**config.mk**
```make
export PLATFORM = sky130hd
export DESIGN_NAME = tsr_top
export DESIGN_NICKNAME = d
export VERILOG_FILES = /design/src/tsr_top.v /design/src/tsr_threshold_cmp.v
export VERILOG_INCLUDE_DIRS = /design/src /design/src/src
export SDC_FILE = /design/constraint.sdc
export NUM_CORES = 1
export LEC_CHECK = 0
export BUFFER_PORTS_ARGS = -buffer_cell sky130_fd_sc_hd__buf_4
export CORE_MARGIN = 2
export CORE_UTILIZATION = 54
export CTS_CLUSTER_SIZE = 40
export DETAILED_ROUTE_END_ITERATION = 7
export PLACE_DENSITY = 0.77
export SLEW_MARGIN = 20
export SYNTH_ARGS = -nofsm -noshare
export SYNTH_HDL_FRONTEND = slang
export SYNTH_SLANG_ARGS = --single-unit
```
**constraint.sdc**
```tcl
create_clock -name ref_clk -period 2.1 [get_ports ref_clk]
set_input_delay 0.525 -clock ref_clk [delete_from_list [all_inputs] [get_ports ref_clk]]
set_output_delay 0.525 -clock ref_clk [all_outputs]
set_load 0.005 [all_outputs]
```
**src/tsr_regs.vh**
```
// Purpose: offsets, field positions and reset values of the temperature sensor register block
// Assumes: word-aligned byte offsets on the register port
// Notes:   definitions only
`ifndef TSR_REGS_VH
`define TSR_REGS_VH
`define TSR_ADDR_W          6
`define TSR_OFF_CTRL        6'h00
`define TSR_OFF_RESULT      6'h04
`define TSR_OFF_STATUS      6'h08
`define TSR_OFF_SETUP       6'h0c
`define TSR_OFF_CAL_A       6'h10
`define TSR_OFF_CAL_B       6'h14
`define TSR_OFF_CAL_ALPHA   6'h18
`define TSR_OFF_TLOW        6'h1c
`define TSR_OFF_THIGH       6'h20
`define TSR_OFF_IRQ_EN      6'h24
`define TSR_OFF_IRQ_RAW     6'h28
`define TSR_OFF_IRQ_MASKED  6'h2c
`define TSR_OFF_IRQ_CLEAR   6'h30
`define TSR_SETUP_FMT_BIT   0
`define TSR_SETUP_RES_LSB   1
`define TSR_SETUP_VCAL_BIT  6
`define TSR_SETUP_RESET     7'h0f
`define TSR_TLOW_RESET      16'h8000
`define TSR_THIGH_RESET     16'h7fff
`define TSR_IRQ_RDY_BIT     0
`define TSR_IRQ_LOW_BIT     1
`define TSR_IRQ_HIGH_BIT    2
`define TSR_RES_MIN_CODE    3'h2
`define TSR_RES_RESET       3'h7
`define TSR_FMT_RESET       1'b1
`define TSR_CONV_BASE_CYC   16'h0010
`endif

```
**src/tsr_top.v**
```verilog
// What this block does
// - status bits 0,1 flag coarse range under/over
// - status bits 2,3 flag fine range under/over
// - status bit 4 flags successful conversion
// - setup bit 0 picks raw or calibrated
// - setup bits 3:1 select 7..12 bit resolution
// - setup bit 6 enables voltage calibration
// - factor A unsigned 10.6, reset zero
// - factor B signed 10.6, read/write
// - factor alpha unsigned 6.10, reset zero
// - thresholds compare calibrated temperature only
// - below low threshold raises low event
// - above high threshold raises high event
// - enable bit 0 gates ready interrupt
// - enable bit 1 gates low interrupt
// - enable bit 2 gates high interrupt
// - start bit self clears at conversion end
// - reading result clears all pending events
// - raw status shows events regardless of enable
// - clear register ones clear matching events
//
// Purpose: register side of an on-die temperature sensor
// Assumes: converter reports results on conv_* inputs from the same clock
// Notes:   register reads return data one cycle after the read strobe
//          events are sticky; a new event beats a same-cycle clear
//          conv_done wins over a start write in the same cycle
`timescale 1ns/100ps
`include "tsr_regs.vh"
module tsr_top
(
   // clock and reset
   input  wire        ref_clk,
   input  wire        rstn,
   // register port
   input  wire [5:0]  reg_addr,
   input  wire [31:0] reg_wdata,
   input  wire        reg_write,
   input  wire        reg_read,
   output reg  [31:0] reg_rdata,
   // converter side
   output wire        conv_start,
   output wire [2:0]  conv_resolution,
   output wire        conv_format,
   output wire        conv_vcal_enable,
   output wire [15:0] conv_cal_a,
   output wire [15:0] conv_cal_b,
   output wire [15:0] conv_cal_alpha,
   input  wire        conv_done,
   input  wire [15:0] conv_raw,
   input  wire [15:0] conv_calibrated,
   input  wire        conv_coarse_under,
   input  wire        conv_coarse_over,
   input  wire        conv_fine_under,
   input  wire        conv_fine_over,
   input  wire        conv_success,
   // interrupt to processor
   output wire        sensor_irq
);
   // control and setup state
   reg        start_bit;
   reg        result_format_select;
   reg [2:0]  resolution_select;
   reg        voltage_calib_enable;
   reg [15:0] calib_factor_a;
   reg [15:0] calib_factor_b;
   reg [15:0] calib_factor_alpha;
   reg [15:0] low_temp_threshold;
   reg [15:0] high_temp_threshold;
   reg [2:0]  irq_enable_mask;
   // conversion results and status
   reg [15:0] result_register;
   reg        coarse_under_range;
   reg        coarse_over_range;
   reg        fine_under_range;
   reg        fine_over_range;
   reg        conversion_ok;
   reg [2:0]  used_resolution;
   reg        used_format;
   reg [2:0]  raw_irq_status;
   // settings latched at start for the conversion in flight
   reg [2:0]  run_resolution;
   reg        run_format;

   // comparator, event and decode terms
   wire        below_low;
   wire        above_high;
   wire [2:0]  masked_irq_status;
   wire [2:0]  irq_set;
   wire [2:0]  irq_clr;
   wire [15:0] new_result;
   wire        wr_ctrl;
   wire        rd_result;
   wire        start_req;

   // per-register write strobes and packed read words
   wire        wr_setup;
   wire        wr_cal_a;
   wire        wr_cal_b;
   wire        wr_cal_alpha;
   wire        wr_tlow;
   wire        wr_thigh;
   wire        wr_irq_en;
   wire        wr_irq_clr;
   wire [2:0]  setup_res;
   wire [31:0] status_word;
   wire [31:0] setup_word;

   // next values of the event bits and the read data
   reg  [2:0]  next_raw_irq;
   reg  [31:0] next_rdata;

   // decode helper used by every register write
   function wr_hit;
      input [5:0] a;
      input [5:0] off;
      begin
         wr_hit = (a == off);
      end
   endfunction

   // codes under the 7-bit setting have no meaning; hold them at the floor
   function [2:0] clamp_res;
      input [2:0] code;
      begin
         if (code < `TSR_RES_MIN_CODE)
            clamp_res = `TSR_RES_MIN_CODE;
         else
            clamp_res = code;
      end
   endfunction

   assign wr_ctrl   = reg_write && wr_hit(reg_addr, `TSR_OFF_CTRL);
   assign rd_result = reg_read && wr_hit(reg_addr, `TSR_OFF_RESULT);

   // one strobe per writable register keeps the update chain short
   assign wr_setup     = reg_write && wr_hit(reg_addr, `TSR_OFF_SETUP);
   assign wr_cal_a     = reg_write && wr_hit(reg_addr, `TSR_OFF_CAL_A);
   assign wr_cal_b     = reg_write && wr_hit(reg_addr, `TSR_OFF_CAL_B);
   assign wr_cal_alpha = reg_write && wr_hit(reg_addr, `TSR_OFF_CAL_ALPHA);
   assign wr_tlow      = reg_write && wr_hit(reg_addr, `TSR_OFF_TLOW);
   assign wr_thigh     = reg_write && wr_hit(reg_addr, `TSR_OFF_THIGH);
   assign wr_irq_en    = reg_write && wr_hit(reg_addr, `TSR_OFF_IRQ_EN);
   assign wr_irq_clr   = reg_write && wr_hit(reg_addr, `TSR_OFF_IRQ_CLEAR);

   // a start write only counts while idle; a second one has no effect
   assign start_req    = wr_ctrl && reg_wdata[0] && !start_bit;

   // written resolution code after the floor is applied
   assign setup_res    = clamp_res(reg_wdata[3:1]);

   // result follows the format latched when the conversion started
   assign new_result = run_format ? conv_calibrated : conv_raw;

   // compare only the calibrated value, even in raw output mode
   tsr_threshold_cmp u_cmp
   (
      .temp_value (conv_calibrated),
      .low_limit  (low_temp_threshold),
      .high_limit (high_temp_threshold),
      .below_low  (below_low),
      .above_high (above_high)
   );

   // events raised at the end of each conversion
   assign irq_set[`TSR_IRQ_RDY_BIT]  = conv_done;
   assign irq_set[`TSR_IRQ_LOW_BIT]  = conv_done & below_low;
   assign irq_set[`TSR_IRQ_HIGH_BIT] = conv_done & above_high;

   // software clears: clear register ones, or a read of the result
   assign irq_clr = wr_irq_clr ? reg_wdata[2:0] : 3'h0;

   assign masked_irq_status = raw_irq_status & irq_enable_mask;
   assign sensor_irq        = |masked_irq_status;

   // converter sees the live setup; the status keeps the launch copy
   assign conv_start       = start_bit;
   assign conv_resolution  = resolution_select;
   assign conv_format      = result_format_select;
   assign conv_vcal_enable = voltage_calib_enable;
   assign conv_cal_a       = calib_factor_a;
   assign conv_cal_b       = calib_factor_b;
   assign conv_cal_alpha   = calib_factor_alpha;

   // start bit: set by software, cleared by the converter finishing
   always @(posedge ref_clk or negedge rstn)
   begin
      if (!rstn)
      begin
         start_bit      <= 1'b0;
         run_resolution <= `TSR_RES_RESET;
         run_format     <= `TSR_FMT_RESET;
      end
      else
      begin
         if (conv_done)
            start_bit <= 1'b0;
         else if (wr_ctrl)
            start_bit <= reg_wdata[0] | start_bit;
         // capture settings only when a new conversion is launched
         if (start_req)
         begin
            run_resolution <= resolution_select;
            run_format     <= result_format_select;
         end
      end
   end

   // software-written setup, calibration, threshold and enable registers
   always @(posedge ref_clk or negedge rstn)
   begin
      if (!rstn)
      begin
         result_format_select <= `TSR_FMT_RESET;
         resolution_select    <= `TSR_RES_RESET;
         voltage_calib_enable <= 1'b0;
         calib_factor_a       <= 16'h0000;
         calib_factor_b       <= 16'h0000;
         calib_factor_alpha   <= 16'h0000;
         low_temp_threshold   <= `TSR_TLOW_RESET;
         high_temp_threshold  <= `TSR_THIGH_RESET;
         irq_enable_mask      <= 3'h0;
      end
      else
      begin
         if (wr_setup)
         begin
            result_format_select <= reg_wdata[`TSR_SETUP_FMT_BIT];
            resolution_select    <= setup_res;
            voltage_calib_enable <= reg_wdata[`TSR_SETUP_VCAL_BIT];
         end
         // factors and thresholds keep only their 16 used bits
         else if (wr_cal_a)
            calib_factor_a <= reg_wdata[15:0];
         else if (wr_cal_b)
            calib_factor_b <= reg_wdata[15:0];
         else if (wr_cal_alpha)
            calib_factor_alpha <= reg_wdata[15:0];
         else if (wr_tlow)
            low_temp_threshold <= reg_wdata[15:0];
         else if (wr_thigh)
            high_temp_threshold <= reg_wdata[15:0];
         else if (wr_irq_en)
            irq_enable_mask <= reg_wdata[2:0];
      end
   end

   // result and status captured when the converter reports completion
   always @(posedge ref_clk or negedge rstn)
   begin
      if (!rstn)
      begin
         result_register    <= 16'h0000;
         coarse_under_range <= 1'b0;
         coarse_over_range  <= 1'b0;
         fine_under_range   <= 1'b0;
         fine_over_range    <= 1'b0;
         conversion_ok      <= 1'b0;
         used_resolution    <= 3'h0;
         used_format        <= 1'b0;
      end
      else if (conv_done)
      begin
         result_register    <= new_result;
         coarse_under_range <= conv_coarse_under;
         coarse_over_range  <= conv_coarse_over;
         fine_under_range   <= conv_fine_under;
         fine_over_range    <= conv_fine_over;
         conversion_ok      <= conv_success;
         used_resolution    <= run_resolution;
         used_format        <= run_format;
      end
   end

   // next events: a result read drops all, a clear drops its ones, a set wins
   always @*
   begin
      next_raw_irq = raw_irq_status;
      if (rd_result)
         next_raw_irq = 3'h0;
      else
         next_raw_irq = raw_irq_status & ~irq_clr;
      next_raw_irq = next_raw_irq | irq_set;
   end

   // sticky events, shown raw whatever the enables say
   always @(posedge ref_clk or negedge rstn)
   begin
      if (!rstn)
         raw_irq_status <= 3'h0;
      else
         raw_irq_status <= next_raw_irq;
   end

   // packed views of the registers with loose fields; reserved bits read zero
   assign status_word = {23'h0, used_format, used_resolution, conversion_ok,
                         fine_over_range, fine_under_range,
                         coarse_over_range, coarse_under_range};
   assign setup_word  = {25'h0, voltage_calib_enable, 2'h0,
                         resolution_select, result_format_select};

   // read mux; unmapped and write-only offsets return zero
   always @*
   begin
      next_rdata = 32'h00000000;
      if (!reg_read)
         next_rdata = 32'h00000000;
      else if (wr_hit(reg_addr, `TSR_OFF_CTRL))
         next_rdata = {31'h0, start_bit};
      else if (wr_hit(reg_addr, `TSR_OFF_RESULT))
         next_rdata = {16'h0, result_register};
      else if (wr_hit(reg_addr, `TSR_OFF_STATUS))
         next_rdata = status_word;
      else if (wr_hit(reg_addr, `TSR_OFF_SETUP))
         next_rdata = setup_word;
      else if (wr_hit(reg_addr, `TSR_OFF_CAL_A))
         next_rdata = {16'h0, calib_factor_a};
      else if (wr_hit(reg_addr, `TSR_OFF_CAL_B))
         next_rdata = {16'h0, calib_factor_b};
      else if (wr_hit(reg_addr, `TSR_OFF_CAL_ALPHA))
         next_rdata = {16'h0, calib_factor_alpha};
      else if (wr_hit(reg_addr, `TSR_OFF_TLOW))
         next_rdata = {16'h0, low_temp_threshold};
      else if (wr_hit(reg_addr, `TSR_OFF_THIGH))
         next_rdata = {16'h0, high_temp_threshold};
      else if (wr_hit(reg_addr, `TSR_OFF_IRQ_EN))
         next_rdata = {29'h0, irq_enable_mask};
      else if (wr_hit(reg_addr, `TSR_OFF_IRQ_RAW))
         next_rdata = {29'h0, raw_irq_status};
      else if (wr_hit(reg_addr, `TSR_OFF_IRQ_MASKED))
         next_rdata = {29'h0, masked_irq_status};
      else
         next_rdata = 32'h00000000;
   end

   // registered so the data stand for exactly the cycle after the strobe
   always @(posedge ref_clk or negedge rstn)
   begin
      if (!rstn)
         reg_rdata <= 32'h00000000;
      else
         reg_rdata <= next_rdata;
   end
endmodule

```
**src/tsr_threshold_cmp.v**
```verilog
// Purpose: compare a calibrated result against low and high thresholds
// Assumes: all values signed 10.6 two's complement
// Notes:   pure combinational, no state
`timescale 1ns/100ps
module tsr_threshold_cmp
(
   // values
   input  wire [15:0] temp_value,
   input  wire [15:0] low_limit,
   input  wire [15:0] high_limit,
   // results
   output wire        below_low,
   output wire        above_high
);
   // signed compare so negative temperatures order correctly
   assign below_low  = $signed(temp_value) < $signed(low_limit);
   assign above_high = $signed(temp_value) > $signed(high_limit);
endmodule

```
### Word level (Yosys, flattened, before mapping)

Cells that the tools add are included.

* latch bits: 0
* register bits after elaboration: 153
* memory bits (writable): 0
* output and inout bits: 87
* memories: 0
* ROM bits: 0
* input bits: 80

* add/sub/neg operators: 0
* equal/unequal tests: 12
* divide/modulo/power cells: 0
* $mul: 0
* reductions and logical operators: 22
* shift-type cells: 0
* magnitude comparators: 3
* mux-type cells: 19
* bitwise operators: 13

Operators by type and width (number)
* $mux 16: 11
* $eq 6x6->1 const B: 5
* $eq 6x5->1 const B: 4
* $mux 3: 6
* $gt 16x16->1: 1
* $lt 16x16->1: 1
* $eq 6x4->1 const B: 2
* $logic_and 1x1->1: 12
* $reduce_and 7->1: 1
* $and 3x3->3: 2
* $eq 6x3->1 const B: 1
* $logic_not 6->1: 1
* $not 1->1: 6
* $reduce_and 6->1: 1
* $reduce_and 5->1: 1
* $reduce_and 4->1: 1
* $lt 3x2->1 const B: 1
* $not 3->3: 1
* $or 3x3->3: 1
* $reduce_and 3->1: 1
* $reduce_or 3->1: 1
* $and 1x1->1: 2
* $mux 1: 2
* $reduce_and 2->1: 1
* other kinds (3): 3

### Longest topological paths before layout

* word-level depth: 14
* depth in mapped cells: 9
* gate-level depth less buffers: 8

### Hierarchy

Synthesis repeated with hierarchy kept, for this count alone.

* cell total of the unflattened synthesis: 654
* area, all modules: 7434.6 um2

Modules (own cells, without submodules)
* tsr_top: cells an instance 542, instances 1, area each 6632.6 um2
* tsr_threshold_cmp: cells an instance 112, instances 1, area each 802.0 um2

### Least setup slack after synthesis

OpenSTA, ideal clock, no wires.

* path type: input to register
* start point: input reg_addr[4]
* end point: register calib_factor_alpha[10], in the netlist conv_cal_alpha[10]
* slack: 0.001 ns
* library setup time: 0.125 ns
* arrival: 1.975 ns
* path buffers: 3
* data required time: 1.975 ns
* stages: 7
* cell sequence: clkbuf_2 -> and2b_1 -> and4_1 -> buf_2 -> nand2_1 -> buf_2 -> mux2_2

* word-level cells in the longest chain between the ends: 4
* elaborated cells on any way between the ends: 12
* classes of those cells: eq/ne (4); bitwise (3); reduce/logical (5)

Ends and longest elaborated chain
* from (decl): RTL line tsr_top.v:35 `input wire [5:0] reg_addr,`
* $eq 6x5->1 or $eq 6x4->1 (tied branches): RTL line tsr_top.v:117 `wr_hit = (a == off);`
* $logic_and 1x1->1 (on tied branches): RTL line tsr_top.v:138, tsr_top.v:136, tsr_top.v:137
* $not 1->1 (no source line)
* $reduce_and 4->1 (no source line) (*)
* to (signal assigned): RTL line tsr_top.v:237 `calib_factor_alpha <= reg_wdata[15:0];`
* to (decl): RTL line tsr_top.v:66 `reg [15:0] calib_factor_alpha;`

Every way passes the cells marked *; elsewhere a longest branch is shown, timed or not.
A chain may end at the register's enable or synchronous reset.

### Final worst setup path

* start point: register low_temp_threshold[15]
* end point: register raw_irq_status[1]

* word-level cells in the longest chain between the ends: 3

Ends and longest elaborated chain
* from (decl): RTL line tsr_top.v:67 `reg [15:0] low_temp_threshold;`
* from (signal assigned): RTL line tsr_top.v:219 `` low_temp_threshold <= `TSR_TLOW_RESET; ``
* from (signal assigned): RTL line tsr_top.v:239 `low_temp_threshold <= reg_wdata[15:0];`
* $lt 16x16->1: RTL line tsr_threshold_cmp.v:16 `assign below_low = $signed(temp_value) < $signed(low_limit);`
* $and 1x1->1: RTL line tsr_top.v:166 `` assign irq_set[`TSR_IRQ_LOW_BIT] = conv_done & below_low; ``
* $or 3x3->3: RTL line tsr_top.v:282 `next_raw_irq = next_raw_irq | irq_set;`
* net next_raw_irq[1]: RTL line tsr_top.v:109 `reg [2:0] next_raw_irq;`
* to (signal assigned): RTL line tsr_top.v:291 `raw_irq_status <= next_raw_irq;`
* to (decl): RTL line tsr_top.v:79 `reg [2:0] raw_irq_status;`

The timed path passes the listed nets, and every way through them passes these cells.

==> out/qor.yml <==
drive_above_1_share_pct: 45.2
drc: 0
slew_headroom_pct: 55.9
cell_internal_pwr_mw: 5.69
clock-skew-final_ps: 6.11
initial_core_util_pct: 55.1
cts_tree: "done"
finalNonFillerCells: 951
clk_latency_ps: 430
worstMarginPinSlew_ps: 661
slowest_delay_ps: 540
diodes: 0
ys.flop_type: "dfrtp_1"
crit_family: "compound AO/OA/AOI/OAI gates"
min_period_over_period_pct: 96.8
hpwl_mm: 14.2
grt_max_degree: 82
yosys_warnings: 0
startpoint_type: "flip-flop"
p_leak_nw: 4.36
switching_share_pct: 24.9
firstDrtPassIters: 6
htreeDepth: 4
synth_edf_count: 0
design_area_mm2: 0.00905
async_flop_share_pct: 100
netlist_instances: 585
first_global_vias: 5590
rsz0062_at_grt: "false"
core-area_mm2: 0.0126
cts.root.buffer_cell: "clkbuf_16"
power_switching_mw: 1.88
dieHeight_um: 117
antenna_found_initial: 0
synthTopCellsByArea: "dfrtp_1 (41%), mux2_2 (15%), dfstp_2 (9.1%)"
grt_overflow_total: 0
placed_area_mm2: 0.00840
ys_ff_latch: 137
crit_chain: "inv_1, ha_1, nand4_1, a211oi_2, o31a_1, a311o_1, mux2i_1, a32o_1"
num_vias: 5597
final_antenna_net_count: 0
avgSynthCellArea_um2: 11.8
clock_path_buffers: 2
hold_violations: 0
cp_data_arrival_time_ps: 2390
drtIter0Drc: 535
layout_commonest_cell: "buf_4"
via_per_inst: 5.89
place_congestion: 0.963
cts_buffers: 17
grt_pass1_wl_mm: 30.1
setup.worst_path.class: "reg -> reg"
wl_per_cell_um: 20.7
hold_slack_ps: 331
cp_slowest_cell: "dfstp_2"
finalPower_mw: 7.57
fin_crit_ps: 2030
ios: 167
pwr-share-seq_pct: 42.3
port_buffers: 134
clk_pin_slew_ps: 60
yosys.cell_types.count: 56
final_util_pct: 72.0
mostFrequentLayoutCells: "buf_4 (185), dfrtp_1 (113), mux2_2 (90)"
yosys.area.top_type_share_pct: 40.9
synthToLayoutAreaGrowth_pct: 30.8
fillCellCount: 859
rows: 41
synth_area_mm2: 0.00692
drv_cap: 0
layout.nets: 877
hp-class: "in -> reg"
pwr-share-comb_pct: 15.5
clkSinkCount: 137
placed_cells: 918
grtUsageTotal_pct: 30.0
yosysTopAreaCell: "dfrtp_1"
dieArea_mm2: 0.0137
crit_required_ps: 2460
final_max_slew_viol_count: 0
power.density_mw_per_mm2: 837
status: "finished, final reports clean"
wl_mm: 19.7
cp_num_buf_inv: 1
fmax_ghz: 0.492
vdd_drop_max_v: 0.000590
path_max_fanout: 3
cp-end-kind: "flip-flop"
setup_viol: 0
cts_setup_buffers: 0
die_w_um: 117
clock_power_share_pct: 42.1
ys_seq_area_share_pct: 50.0
## final timing paths
check / startpoint / endpoint / slack [ps] / cells past startpoint
setup reg to reg: low_temp_threshold[15] / raw_irq_status[1] / 70 / 8
min in group asynchronous: rstn / conv_cal_b[0] / 450 / 2
setup / recovery: low_temp_threshold[15] / raw_irq_status[1] / 70 / 8
hold reg to reg: result_register[11] / reg_rdata[11] / 480 / 1
hold / removal: conv_success / conversion_ok / 330 / 2
max in group asynchronous: rstn / high_temp_threshold[10] / 990 / 3
## layer usage
metal,global-route usage (%),up-vias,wire length [um]
li1,-,2485,-
met1,40.8,2775,8200
met2,47.1,298,9440
met3,6.54,39,1620
met4,12.2,0,466
met5,0,-,0
## cells by family after synthesis
group           synth area share [%]
mux                             19.4
fa+ha+maj                       5.60
simple gates                    7.50
buf+inv                         5.66
other cells                   0.0542
compound gates                  11.8
flops                           50.0
## state kept, by name, indices dropped and copies added, names as in the netlist, 3 cells and up
| name | flops |
|---|---|
| run_resolution | 3 |
| conv_cal_b | 16 |
| raw_irq_status | 3 |
| conv_cal_a | 16 |
| conv_cal_alpha | 16 |
| conv_resolution | 3 |
| used_resolution | 3 |
| reg_rdata | 16 |
| result_register | 16 |
| irq_enable_mask | 3 |
| low_temp_threshold | 16 |
| high_temp_threshold | 16 |
## power groups by stage
stage	Sequential, mW	Clock, mW	Combinational [mW]
global placement	3.22	0	1.12
detailed placement	3.24	0	1.15
global route	3.24	3.35	1.29
floorplan	3.17	0	0.573
finish	3.21	3.19	1.18
CTS	3.20	3.24	1.17
## Yosys cell counts, drive strengths merged (3+ instances only)
cell type,count
inv,39
mux2,100
o21ai,13
nor2,28
ha,31
clkbuf,12
a21oi,36
and2,3
dfrtp,113
o221ai,5
nand4,3
nand3,13
buf,30
a21o,8
nor2b,4
a22oi,17
a31oi,8
nand2,28
nor3,7
dfstp,24
a222oi,15
mux2i,18
## metrics by stage
| step | TNS [ps] | worst slack, ps |
|---|---|---|
| 2_1_floorplan | 0 | 0.523 |
| 3_3_place_gp | -4990 | -156 |
| 3_5_place_dp | -5610 | -196 |
| 4_1_cts | 0 | 28.9 |
| 5_1_grt | 0 | 3.78 |
| 6_report | 0 | 66.3 |
## timing repair
| item | in CTS | in global routing |
|---|---|---|
| hold buffers | 1 | 0 |
| gates resized for setup | 0 | 3 |
| endpoints found under the hold margin | 3 | 0 |
| setup endpoints to repair | 0 | 2 |
## final cells by class
class / count / area [um2] / area share, %
flip-flops and latches: 137 / 3460 / 38.2
multi-input cells: 382 / 3130 / 34.6
repair buffers: 189 / 1460 / 16.1
clock buffers: 22 / 474 / 5.24
well taps: 172 / 215 / 2.38
clock inverters: 10 / 165 / 1.82
inverters: 39 / 146 / 1.62
Note: power is estimated with default switching activity, not from simulation.
